--- src/common/epc_defines.svh ---
// timing and geometry constants for the byte-wide eeprom host controller
// assumes a 40 MHz clock (25 ns period)
`ifndef EPC_DEFINES_SVH
`define EPC_DEFINES_SVH

`define EPC_CLK_PERIOD_NS      25
`define EPC_ADDR_W             13
`define EPC_DATA_W             8
`define EPC_WRITE_CYCLE_MS     10
`define EPC_STROBE_HIGH_NS     200
`define EPC_PROTECT_REC_US     1
`define EPC_LOAD_WIN_MIN_US    1
`define EPC_LOAD_WIN_MAX_US    100
`define EPC_READ_CYCLE_NS      250
`define EPC_STROBE_LOW_NS      100
`define EPC_PROTECT_LEN        2'h3
`define EPC_POLL_BIT           7

`endif

--- src/common/epc_pkg.sv ---
// types for the eeprom host controller
// assumes epc_defines.svh on the include path
package epc_pkg;
  typedef enum logic [2:0] {
    EPC_IDLE,
    EPC_WR_LOW,
    EPC_WR_HIGH,
    EPC_RD_LOW,
    EPC_BUSY,
    EPC_POLL
  } epc_state_t;
endpackage

--- src/epc_timer.sv ---
// down-counting delay timer used for the strobe, read and poll pin timings of the controller
// assumes a load pulse and a preset count, counting on clk_i
`timescale 1ns/1ps
module epc_timer #(
  parameter int W = 20
) (
  input  wire logic         clk_i,
  input  wire logic         rst_i,
  input  wire logic         load_i,
  input  wire logic [W-1:0] count_i,
  output logic              done_o
);
  logic [W-1:0] cnt_q;

  always_ff @(posedge clk_i) begin
    if (rst_i) begin
      cnt_q <= '0;
    end else if (load_i) begin
      cnt_q <= count_i;
    end else if (cnt_q != '0) begin
      cnt_q <= cnt_q - 1'b1;
    end
  end

  // done depends on the count alone, so a reload on done forms no loop
  assign done_o = (cnt_q == '0);
endmodule

--- src/epc_host.sv ---
// host controller driving a byte-wide self-timed eeprom on its parallel pins
// assumes the eeprom pins are sampled synchronously to clk_i; data bus split in/out/enable
`timescale 1ns/1ps
`include "epc_defines.svh"

module epc_host
  import epc_pkg::*;
#(
  parameter int  CLK_NS      = `EPC_CLK_PERIOD_NS,
  parameter int  WRITE_CYC   = (`EPC_WRITE_CYCLE_MS * 1000000) / `EPC_CLK_PERIOD_NS,
  parameter int  WIN_MAX_CYC = (`EPC_LOAD_WIN_MAX_US * 1000) / `EPC_CLK_PERIOD_NS,
  parameter bit  USE_POLL    = 1'b1
) (
  input  wire logic                   clk_i,
  input  wire logic                   rst_i,
  // user side
  input  wire logic                   req_i,
  input  wire logic                   req_we_i,
  input  wire logic                   req_last_i,
  input  wire logic                   req_protect_i,
  input  wire logic [`EPC_ADDR_W-1:0] req_addr_i,
  input  wire logic [`EPC_DATA_W-1:0] req_wdata_i,
  output logic                        req_ready_o,
  output logic                        rd_valid_o,
  output logic [`EPC_DATA_W-1:0]      rd_data_o,
  output logic                        wr_done_o,
  output logic                        wr_timeout_o,
  // eeprom pins
  output logic [`EPC_ADDR_W-1:0]      mem_addr_o,
  output logic                        mem_cs_n_o,
  output logic                        mem_oe_n_o,
  output logic                        mem_we_n_o,
  input  wire logic [`EPC_DATA_W-1:0] mem_data_i,
  output logic [`EPC_DATA_W-1:0]      mem_data_o,
  output logic                        mem_data_oe_o
);
  // ------------------------------------------------------------
  // timing counts
  // ------------------------------------------------------------
  localparam int TW = 20;
  localparam int LOW_CYC   = (`EPC_STROBE_LOW_NS + CLK_NS - 1) / CLK_NS;
  localparam int HIGH_CYC  = (`EPC_STROBE_HIGH_NS + CLK_NS - 1) / CLK_NS;
  localparam int PROT_CYC  = (`EPC_PROTECT_REC_US * 1000 + CLK_NS - 1) / CLK_NS;
  localparam int MIN_CYC   = (`EPC_LOAD_WIN_MIN_US * 1000 + CLK_NS - 1) / CLK_NS;
  localparam int RD_CYC    = (`EPC_READ_CYCLE_NS + CLK_NS - 1) / CLK_NS;

  epc_state_t      state_q;
  logic            tmr_load;
  logic [TW-1:0]   tmr_cnt;
  logic            tmr_done;
  logic [1:0]      prot_cnt_q;
  logic            prot_rec_q;
  logic [TW-1:0]   win_q;
  logic [TW-1:0]   busy_q;
  logic [`EPC_DATA_W-1:0] wr_data_q;
  logic            last_q;
  logic            page_open_q;
  logic            accept;
  logic            spacing_ok;
  logic            poll_match;

  epc_timer #(
    .W (TW)
  ) u_timer (
    .clk_i   (clk_i),
    .rst_i   (rst_i),
    .load_i  (tmr_load),
    .count_i (tmr_cnt),
    .done_o  (tmr_done)
  );

  // ------------------------------------------------------------
  // request acceptance
  // ------------------------------------------------------------
  // lower bound of load spacing
  assign spacing_ok  = (win_q >= TW'(MIN_CYC)) || !req_we_i;
  assign req_ready_o = (state_q == EPC_IDLE) && tmr_done && spacing_ok;
  assign accept      = req_i && req_ready_o;
  // poll bit equals written data when done
  assign poll_match  = (mem_data_i[`EPC_POLL_BIT] == wr_data_q[`EPC_POLL_BIT]);

  always_comb begin
    tmr_load = 1'b0;
    tmr_cnt  = '0;
    if (accept) begin
      tmr_load = 1'b1;
      tmr_cnt  = req_we_i ? TW'(LOW_CYC) : TW'(RD_CYC);
    end else if (state_q == EPC_WR_LOW && tmr_done) begin
      tmr_load = 1'b1;
      tmr_cnt  = (prot_cnt_q == `EPC_PROTECT_LEN - 2'h1 && prot_rec_q) ? TW'(PROT_CYC) : TW'(HIGH_CYC);
    end else if (state_q == EPC_BUSY && tmr_done && USE_POLL) begin
      tmr_load = 1'b1;
      tmr_cnt  = TW'(RD_CYC);
    end else if (state_q == EPC_POLL && tmr_done) begin
      tmr_load = 1'b1;
      tmr_cnt  = TW'(HIGH_CYC);
    end
  end

  // ------------------------------------------------------------
  // sequencer
  // ------------------------------------------------------------
  always_ff @(posedge clk_i) begin
    if (rst_i) begin
      state_q <= EPC_IDLE;
    end else begin
      case (state_q)
        EPC_IDLE: begin
          if (accept) begin
            state_q <= req_we_i ? EPC_WR_LOW : EPC_RD_LOW;
          end else if (page_open_q && win_q >= TW'(WIN_MAX_CYC)) begin
            // load window expired, page write starts
            state_q <= EPC_BUSY;
          end
        end
        EPC_WR_LOW: begin
          if (tmr_done) begin
            state_q <= EPC_WR_HIGH;
          end
        end
        EPC_WR_HIGH: begin
          if (tmr_done) begin
            state_q <= last_q ? EPC_BUSY : EPC_IDLE;
          end
        end
        EPC_RD_LOW: begin
          if (tmr_done) begin
            state_q <= EPC_IDLE;
          end
        end
        EPC_BUSY: begin
          if (busy_q >= TW'(WRITE_CYC)) begin
            state_q <= EPC_IDLE;
          end else if (tmr_done && USE_POLL) begin
            state_q <= EPC_POLL;
          end
        end
        EPC_POLL: begin
          if (tmr_done) begin
            state_q <= (poll_match || busy_q >= TW'(WRITE_CYC)) ? EPC_IDLE : EPC_BUSY;
          end
        end
        default: state_q <= EPC_IDLE;
      endcase
    end
  end

  // ------------------------------------------------------------
  // pin drive
  // ------------------------------------------------------------
  // mode decode on control pins
  always_ff @(posedge clk_i) begin
    if (rst_i) begin
      mem_cs_n_o    <= 1'b1;
      mem_oe_n_o    <= 1'b1;
      mem_we_n_o    <= 1'b1;
      mem_data_oe_o <= 1'b0;
    end else begin
      mem_cs_n_o    <= !(state_q == EPC_WR_LOW || state_q == EPC_RD_LOW || state_q == EPC_POLL || accept);
      // read-drive low only with strobe high
      mem_oe_n_o    <= !((accept && !req_we_i) || state_q == EPC_RD_LOW || state_q == EPC_POLL);
      mem_we_n_o    <= !((accept && req_we_i) || (state_q == EPC_WR_LOW && !tmr_done));
      mem_data_oe_o <= (accept && req_we_i) || state_q == EPC_WR_LOW;
    end
  end

  always_ff @(posedge clk_i) begin
    if (rst_i) begin
      mem_addr_o <= '0;
      mem_data_o <= '0;
      wr_data_q  <= '0;
      last_q     <= 1'b0;
      page_open_q <= 1'b0;
    end else if (accept) begin
      mem_addr_o <= req_addr_i;
      mem_data_o <= req_wdata_i;
      if (req_we_i) begin
        wr_data_q   <= req_wdata_i;
        last_q      <= req_last_i;
        page_open_q <= !req_last_i;
      end
    end else if (state_q == EPC_BUSY) begin
      last_q      <= 1'b0;
      page_open_q <= 1'b0;
    end
  end

  // ------------------------------------------------------------
  // protection sequence tracking
  // ------------------------------------------------------------
  always_ff @(posedge clk_i) begin
    if (rst_i) begin
      prot_cnt_q <= '0;
      prot_rec_q <= 1'b0;
    end else if (accept && req_we_i) begin
      prot_rec_q <= req_protect_i;
      if (!req_protect_i) begin
        prot_cnt_q <= '0;
      end else if (prot_rec_q) begin
        prot_cnt_q <= prot_cnt_q + 2'h1;
      end
    end
  end

  // ------------------------------------------------------------
  // load window and write time counters
  // ------------------------------------------------------------
  // time since last byte load
  always_ff @(posedge clk_i) begin
    if (rst_i) begin
      win_q <= TW'(MIN_CYC);
    end else if (accept && req_we_i) begin
      win_q <= '0;
    end else if (win_q != '1) begin
      win_q <= win_q + 1'b1;
    end
  end

  always_ff @(posedge clk_i) begin
    if (rst_i) begin
      busy_q <= '0;
    end else if (state_q != EPC_BUSY && state_q != EPC_POLL) begin
      busy_q <= '0;
    end else if (busy_q != '1) begin
      busy_q <= busy_q + 1'b1;
    end
  end

  // ------------------------------------------------------------
  // user results
  // ------------------------------------------------------------
  always_ff @(posedge clk_i) begin
    if (rst_i) begin
      rd_valid_o   <= 1'b0;
      rd_data_o    <= '0;
      wr_done_o    <= 1'b0;
      wr_timeout_o <= 1'b0;
    end else begin
      rd_valid_o   <= (state_q == EPC_RD_LOW) && tmr_done;
      if (state_q == EPC_RD_LOW && tmr_done) begin
        rd_data_o <= mem_data_i;
      end
      // pulses only on the edge that returns the sequencer to idle
      wr_done_o    <= ((state_q == EPC_BUSY) && busy_q >= TW'(WRITE_CYC)) ||
                      ((state_q == EPC_POLL) && tmr_done && (poll_match || busy_q >= TW'(WRITE_CYC)));
      wr_timeout_o <= ((state_q == EPC_BUSY) && busy_q >= TW'(WRITE_CYC)) ||
                      ((state_q == EPC_POLL) && tmr_done && !poll_match && busy_q >= TW'(WRITE_CYC));
    end
  end
endmodule

--- config.mk ---
export PLATFORM = sky130hd
export DESIGN_NAME = epc_host
export DESIGN_NICKNAME = d
export VERILOG_FILES = /design/src/common/epc_pkg.sv /design/src/epc_timer.sv /design/src/epc_host.sv
export VERILOG_INCLUDE_DIRS = /design/src /design/src/common
export SDC_FILE = /design/constraint.sdc
export NUM_CORES = 1
export LEC_CHECK = 0
export ABC_AREA = 0
export ABC_CLOCK_PERIOD_IN_PS = 3980
export BUFFER_PORTS_ARGS = -buffer_cell sky130_fd_sc_hd__buf_4
export CELL_PAD_IN_SITES_DETAIL_PLACEMENT = 1
export CELL_PAD_IN_SITES_GLOBAL_PLACEMENT = 1
export CORE_MARGIN = 3
export CORE_UTILIZATION = 46
export CTS_CLUSTER_SIZE = 40
export DETAILED_ROUTE_END_ITERATION = 16
export PLACE_DENSITY = 0.92
export SLEW_MARGIN = 20
export SYNTH_ARGS = -nofsm -noshare
export SYNTH_HDL_FRONTEND = slang
export SYNTH_SLANG_ARGS = --single-unit
--- constraint.sdc ---
create_clock -name clk_i -period 3.98 [get_ports clk_i]
set_input_delay 0.398 -clock clk_i [delete_from_list [all_inputs] [get_ports clk_i]]
set_output_delay 0.398 -clock clk_i [all_outputs]
set_load 0.05 [all_outputs]
-- Yosys cells after proc, flatten, opt, wreduce, memory -nomap -nowiden
Index checks and enable logic that the tools add are counted.
- flip-flop bits (word level): 112
- output and inout bits: 37
- add/subtract/negate cells: 4
- $lt $le $gt $ge: 3
- equal/unequal tests: 19
- mux-type cells: 33
- reduce and logical (&&, ||, !) cells: 47
- operator list (kind ; count):
    $mux 20 ; 3
    $add 20x1->20 const B ; 2
    $ne 20x20->1 const B ; 2
    $mux 3 ; 10
    $mux 6 ; 4
    $ge 20x12->1 const B ; 1
    $ge 20x19->1 const B ; 1
    $ge 20x6->1 const B ; 1
    $logic_not 20->1 ; 1
    $reduce_bool 20->1 ; 1
    $sub 20x1->20 const B ; 1
    $pmux 3 s6 ; 1
    $logic_and 1x1->1 ; 17
    $mux 4 ; 3
    $logic_or 1x1->1 ; 11
    $ne 2x2->1 const B ; 5
    $mux 1 ; 9
    $logic_not 1->1 ; 7
    $eq 3x2->1 const B ; 2
    $eq 3x3->1 const B ; 2
    $mux 2 ; 3
    $ne 3x2->1 const B ; 2
    $ne 3x3->1 const B ; 2
    $reduce_and 2->1 ; 3
    9 further kinds ; 12

-- Longest topological paths before layout
- depth after elaboration: 8
- gate-level depth with buffers: 11
- gate-level depth less buffers: 8

-- Hierarchy
Synthesis repeated with hierarchy kept, for this count alone.
- cell total of the unflattened synthesis: 579
- area total of the unflattened synthesis: 5147.4 sq um
- by module, submodules not included (module ; instances ; cells an instance ; area an instance (sq um)):
    epc_host ; 1 ; 457 ; 4066.4
    epc_timer ; 1 ; 122 ; 1081.0

-- Least setup slack after synthesis
No wires, ideal clock.
- path kind: register to output
- start point: reg u_timer.cnt_q[0]
- end point: out req_ready_o
- arrival time: 2.498 ns
- data required time: 3.582 ns
- setup slack: 1.084 ns
- stages on the path, launching flop included: 8
- buffers on the path: 1
- cell sequence: dfxtp_1 -> inv_1 -> ha_1 -> nor4b_2 -> nand4_1 -> or2_0 -> buf_6 -> a211oi_1
- word-level cells in the longest chain between the ends: 3
- ends and longest elaborated chain (element ; line ; source):
    from (decl) ; epc_timer.sv:13 ; logic [W-1:0] cnt_q;
    from (signal assigned) ; epc_timer.sv:19 ; cnt_q <= count_i;
    from (signal assigned) ; epc_timer.sv:21 ; cnt_q <= cnt_q - 1'b1;
    $logic_not 20->1 ; epc_timer.sv:26 ; assign done_o = (cnt_q == '0);
    $logic_and 1x1->1 (2 in a row) ; epc_host.sv:77 ; assign req_ready_o = (state_q == EPC_IDLE) && tmr_done && spacing_ok;
    to (decl) ; epc_host.sv:23 ; output logic req_ready_o,
No other way between the ends.

-- Final worst setup path
Ends and elaborated chain as after synthesis.

==> flow_metrics.py <==
metrics = {
    "critical_path": {
        "cpPeakStageDelay_ps": 500,
        "worstSetupPathType": "register to primary output",
        "cp_cell_sequence": "inv_1 -> ha_1 -> nor4b_2 -> nand4_1 -> or2_0 -> a211oi_1 -> buf_4",
        "crit_arrival_ps": 2740,
        "reg2reg_from": "u_timer.cnt_q[0]",
        "endpoint_kind": "primary output",
        "rrSetupSlack_ps": 910,
        "worst_setup_path_start_kind": "register",
        "reg2regPathDepth": 8,
        "cp_top_family": "simple AND/OR/NAND/NOR gates",
        "slowest_stage": "or2_0",
        "critical_path_buf_inv_count": 2,
        "cp_max_fo": 8,
        "r2r_end": "win_q[8]",
        "critPathRequiredTime_ps": 3580,
    },
    "worst_hold_path": {
        "min_from": "mem_data_i[6]",
        "hold_depth": 3,
        "worstHoldEndpoint": "rd_data_o[6]",
        "hp-class": "input port to register",
    },
    "floorplanning": {
        "dieHeight_um": 109,
        "initial_core_util_pct": 48.4,
        "io-pin-count": 72,
        "row_count": 36,
        "fp.dieW_um": 109,
        "design.die.area_sq_um": 11800,
        "core_region_area_sq_um": 10000,
    },
    "route": {
        "drc": 0,
        "wl_per_cell_um": 17.0,
        "drt_iter0_drc": 206,
        "vias": 4343,
        "dr.pass1.iters": 4,
        "ant_nets": 0,
        "totalWireLength_mm": 13.0,
        "vias_per_cell": 5.68,
    },
    "cts": {
        "insertion_delay_ps": 400,
        "cts_num_sinks": 105,
        "cts_tree": "built",
        "cts_resized": 0,
        "cts_setup_buffers": 0,
        "cts-root-buf": "clkbuf_8",
        "clkTransAtPathRegs_ps": 110,
        "clockBufferDepth": 2,
        "holdBufCountCts": 0,
        "htree_levels": 3,
        "cts_inserted_buffers": 9,
    },
    "placed_design": {
        "place_area_sq_um": 5420,
        "dp_hpwl_mm": 9.45,
        "port_buffers": 71,
        "gp_congestion": 0.850,
        "place_inst": 748,
        "place_ws_ps": 946,
    },
    "flow_run": {
        "cap_violations": 0,
    },
    "power": {
        "internal-power_mw": 1.94,
        "p_leak_nw": 2.09,
        "pwr_density_cell_nw_per_um2": 586,
        "pwr-share-comb_pct": 38.1,
        "seqPwrFrac_pct": 41.4,
        "clkPwrFrac_pct": 20.6,
        "vdd_ir_drop_max_mv": 0.330,
        "power.total_mw": 3.29,
        "power_switching_mw": 1.35,
        "sw_frac_of_total_pct": 40.9,
    },
    "sta": {
        "slew_viol_final": 0,
        "setup_slack_ps": 840,
        "fmax_ghz": 0.318,
        "fin_worst_skew_ps": 12.5,
        "finalHoldViolations": 0,
        "rsz0062_at_grt": "false",
        "hold_ws_ps": 241,
        "min_period_ps": 3140,
        "slew_headroom_pct": 33.6,
        "setup_viol": 0,
        "worst_pin_slew_ps": 996,
        "setup_tns_ps": 0,
        "fin_crit_sh_pct": 78.9,
    },
    "global_route": {
        "grt_pass1_vias": 4617,
        "grt_use_total_pct": 23.2,
        "antenna_found_initial": 0,
        "grt_max_degree": 45,
        "grt_pass1_wl_mm": 21.8,
        "overflow": 0,
    },
    "synthesis": {
        "syn-cell-area_sq_um": 4840,
        "synth-edff-count": 0,
        "synth_cells": 567,
        "synth_seq_area_share_pct": 43.4,
        "ys_warn_count": 0,
        "ys.flop_type": "dfxtp_1",
        "syn_area_per_cell_sq_um": 8.53,
        "synthArstFlopShare_pct": 0,
        "synth.distinct_cells": 65,
        "synth.ff_latch_count": 105,
        "synth_nets": 609,
    },
    "cells_and_area": {
        "fin_cells": 764,
        "utilization_pct": 56.2,
        "nets": 668,
        "drive_gt1_share_pct": 18.7,
        "fillers": 1225,
        "syn2layout_area_growth_pct": 16.1,
        "design_area_sq_um": 5620,
        "antenna_cells": 0,
    },
    "run_status": {
        "status": "complete, no violations",
    },
}
==> cell usage in the layout (no fill, tap or decap), types with 2 or more instances in the layout <==
cell type / count
a2111oi_0: 3
a211oi_1: 4
a21o_1: 3
a21oi_1: 39
a21oi_2: 8
a31oi_1: 5
and2_1: 3
and3_1: 12
and4_1: 5
buf_4: 72
clkbuf_8: 9
clkinv_2: 2
dfxtp_1: 105
ha_1: 7
inv_1: 12
inv_6: 2
mux2i_1: 10
nand2_1: 79
nand2_2: 8
nand2b_1: 2
nand3_1: 25
nand4_1: 14
nor2_1: 63
nor2b_1: 2
nor3_1: 16
nor3b_1: 5
nor4_1: 6
nor4_2: 2
nor4b_2: 2
o211a_1: 2
o21a_1: 3
o21ai_0: 12
o21ai_2: 2
o31ai_1: 3
or2_2: 2
or3_1: 9
or4_1: 2
xnor2_1: 23
xor2_1: 19
==> synthesized netlist by cell type (10+ instances only) <==
library cell    n  share of area [%]
dfxtp_1       105                 43
nand2_1        79                6.1
nor2_1         63                4.9
a21oi_1        39                4.0
nand3_1        25                2.6
xnor2_1        23                4.2
xor2_1         19                3.4
nor3_1         16                1.7
clkbuf_1       15                1.2
nand4_1        14                1.8
and3_1         12                1.6
inv_1          12               0.93
o21ai_0        12                1.2
mux2i_1        10                2.1
==> worst max-delay path by stage <==
| stage | start | end | slack (ps) | cells after the start |
|---|---|---|---|---|
| after global routing | u_timer.cnt_q[1] | win_q[18] | 640 | 8 |
| after global placement | u_timer.cnt_q[0] | win_q[1] | 1260 | 8 |
| after floorplan | u_timer.cnt_q[0] | req_ready_o | 1080 | 7 |
| after detailed placement | u_timer.cnt_q[0] | win_q[8] | 950 | 8 |
| final | u_timer.cnt_q[0] | req_ready_o | 840 | 7 |
| after CTS | u_timer.cnt_q[0] | req_ready_o | 840 | 7 |
==> power by group through the flow <==
stage	Sequential, mW	Combinational [mW]	Clock, mW
after floorplan	1.42	0.881	0
after global placement	1.36	1.16	0
after detailed placement	1.38	1.24	0
after CTS	1.36	1.25	0.695
after global routing	1.39	1.38	0.742
final	1.36	1.25	0.677
==> final cells by class <==
| cell class | count | area (sq um) | share of cell area [%] |
|---|---|---|---|
| Clock buffer | 10 | 128 | 2.27 |
| Clock inverter | 6 | 66.3 | 1.18 |
| Inverter | 13 | 48.8 | 0.869 |
| Multi-Input combinational cell | 425 | 2560 | 45.7 |
| Sequential cell | 105 | 2100 | 37.4 |
| Tap cell | 133 | 166 | 2.96 |
| Timing Repair Buffer | 72 | 541 | 9.62 |
==> per-layer routing <==
layer / wire length (um) / share of wire (%) / global-route usage [%] / vias up
li1: - / - / - / 2101
met2: 6750 / 52 / 42.1 / 83
met5: 0 / 0 / 0 / -
met1: 5370 / 41 / 25.8 / 2139
met4: 198 / 1.5 / 7.12 / 0
met3: 636 / 4.9 / 7.22 / 20
==> tightest hold or removal path: stages <==
cell and delay, ps:
buf_4 80, mux2i_1 60, nor2_1 80
==> logic make-up (layout without fill, tap and decap cells) <==
family                     Yosys count  count (layout)  synth area share [%]
and+or+nand+nor                    267             267                  27.8
DFF                                105             105                  43.4
AOI/OAI and AO/OA                   99              99                  13.7
xor gates and xnor gates            42              42                  7.60
buffers and inverters               37             101                  3.62
muxes                               10              10                  2.07
adders and majority gates            7               7                  1.81
==> state kept, by name, summed over array words and instances, names as in the netlist, 2 cells and up <==
name	count
busy_q	20
mem_addr_o	13
mem_data_o	8
prot_cnt_q	2
rd_data_o	8
state_q	3
u_timer.cnt_q	20
win_q	20
No activity file was read; power rests on OpenSTA's default activity.
